$ cat src/rtl/serial_consts.vh
// Purpose: shared offsets, field positions, reset values and codes of the serial channel
// Assumes: included by bare name from the design files
// Notes:   byte addresses on the register bus, one aligned 32-bit word each
`ifndef SERIAL_CONSTS_VH
`define SERIAL_CONSTS_VH

// ----------------------------------------------------------------------------
// register word offsets (address bits 4:2)
// ----------------------------------------------------------------------------
`define OFS_MODE        3'h0
`define OFS_TX_SHIFT    3'h1
`define OFS_RX_BUFFER   3'h2
`define OFS_RX_STATUS   3'h3
`define OFS_BAUD        3'h4
`define OFS_FLAGS       3'h5

// ----------------------------------------------------------------------------
// serial_mode_reg fields
// ----------------------------------------------------------------------------
`define MODE_RX_EN      6
`define MODE_PAR_HI     5
`define MODE_PAR_LO     4
`define MODE_CHAR8      3
`define MODE_STOP2      2
`define MODE_ERR_MASK   1
`define MODE_RESET      8'h08

`define PAR_NONE        2'h0
`define PAR_ZERO        2'h1
`define PAR_ODD         2'h2
`define PAR_EVEN        2'h3

// ----------------------------------------------------------------------------
// baud_gen_ctrl fields: divisor k, prescale exponent m, external clock select
// ----------------------------------------------------------------------------
`define BAUD_K_HI       7
`define BAUD_M_HI       11
`define BAUD_M_LO       8
`define BAUD_EXT        15
`define BAUD_RESET      16'h0008
`define BAUD_M_MAX      4'h9

// ----------------------------------------------------------------------------
// rx_status_reg and flag register bits
// ----------------------------------------------------------------------------
`define STAT_OVERRUN    0
`define STAT_FRAMING    1
`define STAT_PARITY     2

`define FLAG_TX_DONE    0
`define FLAG_RX_DONE    1
`define FLAG_TX_BUSY    2
`define FLAG_RX_FULL    3

`endif

$ cat src/rtl/baud_prescale.v
// Purpose: source tick of the bit counters, 2^(m+1) main clocks or an external serial clock
// Assumes: external serial clock is far slower than sys_clk
// Notes:   hold freezes the internal tick only; the external clock keeps running
`timescale 1ns/1ps
`default_nettype none
`include "serial_consts.vh"

module baud_prescale (
    input  wire       sys_clk,
    input  wire       rst_n,
    input  wire [3:0] scale_exp,
    input  wire       ext_sel,
    input  wire       ext_clk_pin,
    input  wire       hold,
    output reg        tick
);
    reg  [10:0] div_cnt;
    reg         ext_meta;
    reg         ext_sync;
    reg         ext_prev;
    wire [3:0]  m_eff  = (scale_exp > `BAUD_M_MAX) ? `BAUD_M_MAX : scale_exp;
    wire [10:0] last   = (11'h002 << m_eff) - 11'h001;

    // ------------------------------------------------------------------------
    // prescaler and external clock edge
    // ------------------------------------------------------------------------
    always @(posedge sys_clk or negedge rst_n) begin
        if (!rst_n) begin
            div_cnt  <= 11'h000;
            ext_meta <= 1'b0;
            ext_sync <= 1'b0;
            ext_prev <= 1'b0;
            tick     <= 1'b0;
        end else begin
            ext_meta <= ext_clk_pin;
            ext_sync <= ext_meta;
            ext_prev <= ext_sync;
            if (ext_sel) begin
                div_cnt <= 11'h000;
                tick    <= ext_sync & ~ext_prev;
            end else if (hold) begin
                tick    <= 1'b0;
            end else if (div_cnt >= last) begin
                div_cnt <= 11'h000;
                tick    <= 1'b1;
            end else begin
                div_cnt <= div_cnt + 11'h001;
                tick    <= 1'b0;
            end
        end
    end
endmodule // baud_prescale

`default_nettype wire

$ cat src/rtl/async_serial.v
// Purpose: transmit, receive and error reporting of one asynchronous serial channel
// Assumes: Avalon-MM slave with waitrequest, byte addresses, one word per register
// Notes:   all serial timing advances only on the prescaler tick
//
// How it works
// - zero parity always sends a 0 parity bit
// - zero parity never checks the received parity
// - no parity: no bit sent, expected, or flagged
// - writing the character starts a full framed transmission
// - frame shifted out raises done pulse and flag
// - receiver runs only while enable bit 6 set
// - falling line, half bit, low confirms start
// - take character, optional parity, one stop bit
// - frame end copies data, raises receive done
// - faulty frames still reach the receive buffer
// - error frames interrupt only when mask bit 1 clear
// - clearing enable aborts reception, nothing changes
// - parity, framing, overrun each own status flag
// - status clears on buffer read or next frame
// - parity mismatch with configured type sets parity flag
// - missing stop bit sets framing flag
// - unread buffer at next frame sets overrun 01H
// - halt with external clock: transfers carry on
// - stopped internal clock freezes all state and pin
// - even or odd parity generated and checked
// - seven-bit characters drop bit 7, read zero
//
// Design decisions made here: the placing of the registers and register access over Avalon-MM.
`timescale 1ns/1ps
`default_nettype none
`include "serial_consts.vh"

module async_serial (
    input  wire        sys_clk,
    input  wire        rst_n,
    input  wire [4:0]  avs_address,
    input  wire        avs_read,
    input  wire        avs_write,
    input  wire [31:0] avs_writedata,
    input  wire [3:0]  avs_byteenable,
    output reg  [31:0] avs_readdata,
    output wire        avs_waitrequest,
    input  wire        rx_line_pin,
    input  wire        ext_serial_clk,
    input  wire        clock_hold,
    output reg         tx_line_pin,
    output reg         tx_done_irq,
    output reg         rx_done_irq
);
    localparam RX_IDLE  = 2'h0;
    localparam RX_START = 2'h1;
    localparam RX_DATA  = 2'h2;

    reg  [7:0]  serial_mode_reg;
    reg  [15:0] baud_gen_ctrl;
    reg  [7:0]  tx_shift_reg;
    reg  [12:0] tx_frame;
    reg  [3:0]  tx_left;
    reg  [7:0]  tx_cnt;
    reg         tx_busy;
    reg         tx_done_irq_flag;
    reg  [1:0]  rx_state;
    reg  [7:0]  rx_cnt;
    reg  [3:0]  rx_idx;
    reg  [8:0]  rx_sh;
    reg         rx_prev;
    reg         rx_meta;
    reg         rx_sync;
    reg  [7:0]  rx_buffer_reg;
    reg  [2:0]  rx_status_reg;
    reg         rx_full;
    reg         rx_done_flag;
    reg         ack;
    reg  [31:0] next_readdata;
    wire        tick;

    // ------------------------------------------------------------------------
    // helpers
    // ------------------------------------------------------------------------
    // character length in bits
    function [3:0] char_len;
        input char8;
        begin
            char_len = char8 ? 4'h8 : 4'h7;
        end
    endfunction

    // parity bit to send for a masked character
    function par_bit;
        input [7:0] data;
        input [1:0] mode;
        begin
            case (mode)
                `PAR_EVEN: par_bit = ^data;
                `PAR_ODD:  par_bit = ~(^data);
                default:   par_bit = 1'b0;
            endcase
        end
    endfunction

    // full line frame, start bit in bit 0, idle ones above the stop bits
    function [12:0] build_frame;
        input [7:0] data;
        input [3:0] nchar;
        input [1:0] mode;
        integer i;
        begin
            build_frame = 13'h1FFF;
            build_frame[0] = 1'b0;
            for (i = 0; i < 8; i = i + 1) begin
                if (i < nchar)
                    build_frame[i + 1] = data[i];
            end
            if (mode != `PAR_NONE)
                build_frame[nchar + 4'h1] = par_bit(data, mode);
        end
    endfunction

    wire [3:0] nchar   = char_len(serial_mode_reg[`MODE_CHAR8]);
    wire [1:0] par_md  = serial_mode_reg[`MODE_PAR_HI:`MODE_PAR_LO];
    wire       par_on  = (par_md != `PAR_NONE);
    wire       rx_en   = serial_mode_reg[`MODE_RX_EN];
    wire [7:0] k_div   = (baud_gen_ctrl[`BAUD_K_HI:0] == 8'h00) ? 8'h01 : baud_gen_ctrl[`BAUD_K_HI:0];
    wire [7:0] k_half  = (k_div[7:1] == 7'h00) ? 8'h01 : {1'b0, k_div[7:1]};
    wire [7:0] char_mask = serial_mode_reg[`MODE_CHAR8] ? 8'hFF : 8'h7F;
    wire [3:0] tx_count = 4'h1 + nchar + {3'h0, par_on} + (serial_mode_reg[`MODE_STOP2] ? 4'h2 : 4'h1);
    wire [3:0] rx_last  = nchar + {3'h0, par_on};

    // ------------------------------------------------------------------------
    // bus slave: one wait state, then readdata and write effect together
    // ------------------------------------------------------------------------
    wire       req    = avs_read | avs_write;
    wire [2:0] sel    = avs_address[4:2];
    wire       wr     = ack & avs_write;
    wire       rd     = ack & avs_read;
    wire       lane0  = avs_byteenable[0];
    wire       lane1  = avs_byteenable[1];
    wire       wr_tx  = wr & (sel == `OFS_TX_SHIFT) & lane0;
    wire       rd_buf = rd & (sel == `OFS_RX_BUFFER);
    wire       wr_flg = wr & (sel == `OFS_FLAGS) & lane0;

    assign avs_waitrequest = req & ~ack;

    always @* begin
        next_readdata = 32'h0000_0000;
        case (sel)
            `OFS_MODE:      next_readdata[7:0]  = serial_mode_reg;
            `OFS_TX_SHIFT:  next_readdata[7:0]  = tx_shift_reg;
            `OFS_RX_BUFFER: next_readdata[7:0]  = rx_buffer_reg;
            `OFS_RX_STATUS: next_readdata[2:0]  = rx_status_reg;
            `OFS_BAUD:      next_readdata[15:0] = baud_gen_ctrl;
            `OFS_FLAGS:     next_readdata[3:0]  = {rx_full, tx_busy, rx_done_flag, tx_done_irq_flag};
            default:        next_readdata = 32'h0000_0000;
        endcase
    end

    always @(posedge sys_clk or negedge rst_n) begin
        if (!rst_n) begin
            ack             <= 1'b0;
            avs_readdata    <= 32'h0000_0000;
            serial_mode_reg <= `MODE_RESET;
            baud_gen_ctrl   <= `BAUD_RESET;
        end else begin
            ack <= req & ~ack;
            if (avs_read & ~ack)
                avs_readdata <= next_readdata;
            // mode writes mid-frame are software's to avoid; the transmit frame already
            // built keeps going, while the receiver applies the new format at once
            if (wr & (sel == `OFS_MODE) & lane0)
                serial_mode_reg <= avs_writedata[7:0] & 8'h7E;
            if (wr & (sel == `OFS_BAUD) & lane0)
                baud_gen_ctrl[7:0] <= avs_writedata[7:0];
            if (wr & (sel == `OFS_BAUD) & lane1)
                baud_gen_ctrl[15:8] <= avs_writedata[15:8] & 8'h8F;
        end
    end

    // ------------------------------------------------------------------------
    // bit clock source
    // ------------------------------------------------------------------------
    baud_prescale u_prescale (
        .sys_clk     (sys_clk),
        .rst_n       (rst_n),
        .scale_exp   (baud_gen_ctrl[`BAUD_M_HI:`BAUD_M_LO]),
        .ext_sel     (baud_gen_ctrl[`BAUD_EXT]),
        .ext_clk_pin (ext_serial_clk),
        .hold        (clock_hold),
        .tick        (tick)
    );

    // ------------------------------------------------------------------------
    // transmitter
    // ------------------------------------------------------------------------
    always @(posedge sys_clk or negedge rst_n) begin
        if (!rst_n) begin
            tx_shift_reg     <= 8'h00;
            tx_frame         <= 13'h1FFF;
            tx_left          <= 4'h0;
            tx_cnt           <= 8'h00;
            tx_busy          <= 1'b0;
            tx_line_pin      <= 1'b1;
            tx_done_irq      <= 1'b0;
            tx_done_irq_flag <= 1'b0;
        end else begin
            tx_done_irq <= 1'b0;
            if (wr_flg & avs_writedata[`FLAG_TX_DONE])
                tx_done_irq_flag <= 1'b0;
            if (!tx_busy) begin
                // a write while busy is dropped: the frame in flight has priority
                if (wr_tx) begin
                    tx_shift_reg <= avs_writedata[7:0];
                    tx_frame     <= build_frame(avs_writedata[7:0] & char_mask, nchar, par_md) >> 1;
                    tx_left      <= tx_count - 4'h1;
                    tx_cnt       <= 8'h00;
                    tx_busy      <= 1'b1;
                    tx_line_pin  <= 1'b0;
                end
            end else if (tick) begin
                // without a tick the pin and counters hold their level
                if (tx_cnt >= k_div - 8'h01) begin
                    tx_cnt <= 8'h00;
                    if (tx_left == 4'h0) begin
                        tx_busy          <= 1'b0;
                        tx_line_pin      <= 1'b1;
                        tx_done_irq      <= 1'b1;
                        tx_done_irq_flag <= 1'b1;
                    end else begin
                        tx_line_pin <= tx_frame[0];
                        tx_frame    <= {1'b1, tx_frame[12:1]};
                        tx_left     <= tx_left - 4'h1;
                    end
                end else begin
                    tx_cnt <= tx_cnt + 8'h01;
                end
            end
        end
    end

    // ------------------------------------------------------------------------
    // receiver
    // ------------------------------------------------------------------------
    wire [7:0] rx_char  = rx_sh[7:0] & char_mask;
    wire       rx_par   = rx_sh[nchar];
    wire       err_par  = par_on & (par_md != `PAR_ZERO) &
                          ((^{rx_char, rx_par}) ^ (par_md == `PAR_ODD));
    wire       err_frm  = ~rx_sync;
    wire       err_ovr  = rx_full & ~rd_buf;
    wire       rx_end   = (rx_state == RX_DATA) & tick & rx_en &
                          (rx_cnt >= k_div - 8'h01) & (rx_idx == rx_last);
    wire       any_err  = err_par | err_frm | err_ovr;

    always @(posedge sys_clk or negedge rst_n) begin
        if (!rst_n) begin
            rx_meta  <= 1'b1;
            rx_sync  <= 1'b1;
        end else begin
            rx_meta  <= rx_line_pin;
            rx_sync  <= rx_meta;
        end
    end

    always @(posedge sys_clk or negedge rst_n) begin
        if (!rst_n) begin
            rx_state <= RX_IDLE;
            rx_cnt   <= 8'h00;
            rx_idx   <= 4'h0;
            rx_sh    <= 9'h000;
            rx_prev  <= 1'b1;
        end else if (!rx_en) begin
            rx_state <= RX_IDLE;
            rx_cnt   <= 8'h00;
            rx_prev  <= 1'b1;
        end else if (tick) begin
            // partial frames survive a frozen tick and resume with it
            rx_prev <= rx_sync;
            case (rx_state)
                RX_IDLE: begin
                    if (rx_prev & ~rx_sync) begin
                        rx_state <= RX_START;
                        rx_cnt   <= 8'h00;
                    end
                end
                RX_START: begin
                    if (rx_cnt >= k_half - 8'h01) begin
                        rx_cnt <= 8'h00;
                        rx_idx <= 4'h0;
                        // a high level here was a glitch, not a start bit
                        rx_state <= rx_sync ? RX_IDLE : RX_DATA;
                    end else begin
                        rx_cnt <= rx_cnt + 8'h01;
                    end
                end
                RX_DATA: begin
                    if (rx_cnt >= k_div - 8'h01) begin
                        rx_cnt <= 8'h00;
                        if (rx_idx == rx_last) begin
                            rx_state <= RX_IDLE;
                        end else begin
                            rx_sh[rx_idx] <= rx_sync;
                            rx_idx        <= rx_idx + 4'h1;
                        end
                    end else begin
                        rx_cnt <= rx_cnt + 8'h01;
                    end
                end
                default: rx_state <= RX_IDLE;
            endcase
        end
    end

    // ------------------------------------------------------------------------
    // receive buffer, status and completion
    // ------------------------------------------------------------------------
    always @(posedge sys_clk or negedge rst_n) begin
        if (!rst_n) begin
            rx_buffer_reg <= 8'h00;
            rx_status_reg <= 3'h0;
            rx_full       <= 1'b0;
            rx_done_flag  <= 1'b0;
            rx_done_irq   <= 1'b0;
        end else begin
            rx_done_irq <= 1'b0;
            if (wr_flg & avs_writedata[`FLAG_RX_DONE])
                rx_done_flag <= 1'b0;
            if (rx_end) begin
                // completion beats a buffer read in the same cycle
                rx_buffer_reg <= rx_char;
                rx_status_reg <= {err_par, err_frm, err_ovr};
                rx_full       <= 1'b1;
                if (!any_err || !serial_mode_reg[`MODE_ERR_MASK]) begin
                    rx_done_irq  <= 1'b1;
                    rx_done_flag <= 1'b1;
                end
            end else if (rd_buf) begin
                // status must be read before this clears it
                rx_status_reg <= 3'h0;
                rx_full       <= 1'b0;
            end
        end
    end
endmodule // async_serial

`default_nettype wire

$ cat config.mk
export PLATFORM = sky130hd
export DESIGN_NAME = async_serial
export DESIGN_NICKNAME = d
export VERILOG_FILES = /design/src/rtl/baud_prescale.v /design/src/rtl/async_serial.v
export VERILOG_INCLUDE_DIRS = /design/src /design/src/rtl
export SDC_FILE = /design/constraint.sdc
export NUM_CORES = 1
export LEC_CHECK = 0
export ABC_AREA = 1
export BUFFER_PORTS_ARGS = -buffer_cell sky130_fd_sc_hd__buf_2
export CAP_MARGIN = 20
export CORE_MARGIN = 5
export CORE_UTILIZATION = 30
export DETAILED_ROUTE_END_ITERATION = 10
export PLACE_DENSITY = 0.46
export SYNTH_ARGS = -nofsm -noshare
export SYNTH_HDL_FRONTEND = slang
export SYNTH_SLANG_ARGS = --single-unit
$ cat constraint.sdc
create_clock -name sys_clk -period 3.6 [get_ports sys_clk]
set_clock_uncertainty 0.05 [all_clocks]
set_input_delay 0.36 -clock sys_clk [delete_from_list [all_inputs] [get_ports sys_clk]]
set_output_delay 0.36 -clock sys_clk [all_outputs]
set_load 0.02 [all_outputs]
==> run_results.csv <==
group,metric,value,unit
status,status,"complete, no violations",
min_path,min_from,"avs_writedata[10]",
worst_setup_path,kind_of_capture_point_of_the_worst_setup_path,"flop",
yosys,compound_gate_portion_of_the_synthesized_area,11.96,%
worst_setup_path,ff2ff_path_depth,17,
place,gp_routability_congestion,0.7947,
sta,setup_repair_after_global_routing_missed_its_margin,"no",
yosys,count_of_flip_flops_with_a_built_in_enable_after_synthesis,0,
yosys,synth_seq_area_share,42.27,%
floorplan,floorplan.initialDensity,30.57,%
yosys,syn_inst,924,
yosys,synth.yosys.warnings,0,
cts,cts.reportedPaths.clkPinSlew,0.07,ns
worst_setup_path,cp.required,3.88,ns
detailed_routing,dr_wl_met3,637,µm
sta,final_min_period_over_clock_period,90.59,%
floorplan,die_h,167.7,µm
floorplan,fp.dieW,167.7,µm
sta,slew_headroom,51.69,%
sta,finalCriticalPeriod,3.261,ns
place,detailed_place_hpwl,14.24,mm
worst_setup_path,worst_setup_path_start_kind,"flop",
detailed_routing,route.met2.wl,8.847,mm
yosys,post-synth-top-area-cell,"dfrtp_1",
cts,cts-root-buf,"clkbuf_16",
worst_setup_path,setup.reg_to_reg.worst_slack,0.34,ns
cts,tritoncts_num_sinks,125,
cells_and_area,largestRegisters,"avs_readdata x13, baud_gen_ctrl x13, tx_frame x13",
place,buffer_ports.inserted,41,
yosys,synth_adder_area_share,9.262,%
cells_and_area,final_net_count,1076,
yosys,largest_family_of_logic_cells_by_synthesized_area,"simple AND/OR/NAND/NOR gates",
sta,tns,0,ns
detailed_routing,highest_layer,"met4",
global_route,grt_pass1_wl,30.88,mm
sta,report.final.hold_viol_count,0,
detailed_routing,drc,0,
floorplan,die_area,28110,µm²
sta,final-setup-viol-count,0,
sta,report.final.slew_viol_count,0,
global_route,grt_antenna_before_repair,0,
cts,worst_skew_pair.late_latency,0.42,ns
power,vdd.ir_drop.worst,308.5,µV
yosys,area_share_of_xor_xnor_cells_in_the_synthesized_design,4.346,%
yosys,synth.top_cells.by_area,"dfrtp_1 36%, nand2_1 13%, ha_1 8.7%",
worst_setup_path,worstPathMaxFanout,12,
cts,cts_max_level,4,
worst_setup_path,arrival,3.54,ns
yosys,netlist-cell-type-count,46,
cells_and_area,final_core_utilization,35.29,%
yosys,synthFlopType,"dfrtp_1",
cts,cts_buffers,17,
power,pwr_density_cell,586.3,nW/µm²
yosys,async_reset_ff_share,100.0,%
cells_and_area,flow.area_growth_from_synthesis,15.44,%
min_path,holdCritPathClass,"input port to flop",
worst_setup_path,critical_path.reg2reg.startpoint,"baud_gen_ctrl[2]$_DFFE_PN0P_",
global_route,grt.total_usage,13.65,%
detailed_routing,routed-via-count,6028,
yosys,syn_avg_cell_area,8.071,µm²
job,count_of_max_cap_constraint_violations,0,
yosys,yosysTopAreaCellShare,35.57,%
detailed_routing,detail_route.vias_per_cell,4.598,
global_route,grt_max_degree,75,
min_path,min_delay_worst_endpoint,"baud_gen_ctrl[10]$_DFFE_PN0P_",
yosys,syn_area,7457,µm²
yosys,muxShareOfSynthArea,0,%
power,power.static_leakage,4.279,nW
sta,maximum_clock_frequency,306.6,MHz
cells_and_area,layout.cells.most_common,"nand2_1",
detailed_routing,first_iter_violations,413,
cts,clock_tree_from_tritoncts,"built",
cells_and_area,mostFrequentLayoutCells,"249 x nand2_1, 106 x dfrtp_1, 94 x inv_1, 74 x o21ai_0, 64 x nor2_1",
global_route,globalRouteOverflowTotal,0,
worst_setup_path,critical_path_class,"flop to flop",
worst_setup_path,worstReg2RegEnd,"tx_line_pin$_DFFE_PN1P_",
global_route,first_global_vias,5782,
detailed_routing,antenna_violating_nets_left,0,
min_path,holdPathStages,3,
detailed_routing,first_pass_iters,4,
yosys,synth_simple_gate_area_share,23.59,%
cells_and_area,layout-drive-gt1-share,12.16,%
cts,cts_max_path_buffers,2,
yosys,yosys_register_bits,125,
detailed_routing,m1WireLength,9.478,mm
floorplan,pin_count,84,
cells_and_area,n_antenna_cell,0,
floorplan,design.core.area,24390,µm²
detailed_routing,routed_wl,19.07,mm
floorplan,std_cell_rows,57,
detailed_routing,route.detailed.wl_per_inst,14.55,µm
cells_and_area,nFillCells,2593,
sta,transition_time_at_the_pin_with_the_least_slew_margin,0.7246,ns
## final cells by class
cell class	instances	area, µm²	area share [%]
Sequential cell	125	3152	36.61
Clock inverter	15	176.4	2.049
Inverter	100	380.4	4.419
Tap cell	324	405.4	4.709
Timing Repair Buffer	53	321.6	3.735
Clock buffer	17	425.4	4.942
Multi-Input combinational cell	677	3747	43.53
## timing repair
| item | 4_1_cts | 5_1_grt |
|---|---|---|
| resized for setup | 0 | 2 |
| setup endpoints to repair | 0 | 21 |
| buffers inserted | 0 | 0 |
| hold buffers | 3 | 0 |
| endpoints found under the hold margin | 61 | 0 |
## worst max-delay path, stage by stage, from the launching register on
cell and delay, ns:
dfrtp_1 0.43, nor2_1 0.29, nand3_1 0.17, nor2_1 0.14
nor2_2 0.08, ha_1 0.22, nand2_1 0.09, xor2_1 0.16
inv_1 0.09, ha_1 0.27, nand2_1 0.04, nor2_1 0.14
nand4_1 0.12, nand4_1 0.18, nand2_2 0.14, buf_4 0.21
a21oi_1 0.28, nor2_1 0.07
## power breakdown
group | total [mW] | internal (mW) | switching [mW]
registers | 1.90 | 1.70 | 0.201
logic | 1.38 | 0.496 | 0.881
clock network | 1.77 | 1.05 | 0.727
## worst max-delay path by stage
stage / cells after the start / start / slack, ns / to
6_report: 17 / baud_gen_ctrl[2]$_DFFE_PN0P_ / 0.34 / tx_line_pin$_DFFE_PN1P_
5_1_grt: 16 / baud_gen_ctrl[3]$_DFFE_PN1P_ / 0.01 / tx_line_pin$_DFFE_PN1P_
4_1_cts: 15 / baud_gen_ctrl[3]$_DFFE_PN1P_ / 0.18 / tx_left[0]$_DFFE_PN0P_
3_5_place_dp: 15 / baud_gen_ctrl[3]$_DFFE_PN1P_ / 0.20 / tx_left[0]$_DFFE_PN0P_
3_3_place_gp: 15 / baud_gen_ctrl[3]$_DFFE_PN1P_ / 0.22 / tx_left[0]$_DFFE_PN0P_
2_1_floorplan: 18 / baud_gen_ctrl[3]$_DFFE_PN1P_ / 0.69 / tx_left[0]$_DFFE_PN0P_
## per-stage QoR
step | hold slack, ns | area, µm² | worst slack [ns] | instances | total power [mW]
after CTS | 0.08330 | 8597 | 0.1764 | 1310 | 5.123
after global routing | 0.09539 | 8608 | 0.01167 | 1311 | 5.424
after detailed placement | 0.3003 | 7965 | 0.1983 | 1275 | 3.306
after global placement | 0.2969 | 7965 | 0.2222 | 1275 | 3.291
final | 0.09630 | 8608 | 0.3387 | 1311 | 5.047
after floorplan | 0.01441 | 7528 | 0.6854 | 943 | 2.902
## synth_stat cells, types with 2 or more instances
cell / n
buf_4: 20
a21oi_1: 33
a31oi_1: 4
nand2_2: 3
clkbuf_1: 12
buf_6: 2
dfstp_2: 19
o21a_1: 3
o21ai_0: 74
fa_1: 2
nor2_1: 65
a221oi_1: 8
clkbuf_2: 2
nand2_1: 249
and3_1: 2
nand3_1: 57
inv_1: 94
xor2_1: 28
o211ai_1: 4
dfrtp_1: 106
conb_1: 2
a31oi_2: 4
xnor2_1: 9
o22ai_1: 9
nor3_1: 8
o31ai_1: 7
inv_2: 2
ha_1: 52
nand4_1: 21
nor4_1: 2
clkinv_1: 2
buf_2: 5
## routing by layer
metal | GRT usage (%) | up-vias
li1 | - | 3111
met1 | 19.12 | 2833
met2 | 22.24 | 76
met3 | 2.829 | 8
met4 | 2.223 | 0
met5 | 0 | -
## logic make-up (layout without fill, tap and decap cells)
kind of cell | Yosys count | in the layout
other cells | 2 | 21
fa+ha+maj | 54 | 54
flops | 125 | 125
compound gates | 151 | 151
buf+inv | 141 | 185
xor+xnor | 37 | 37
simple gates | 414 | 414
(Power assumes the default switching activity.)
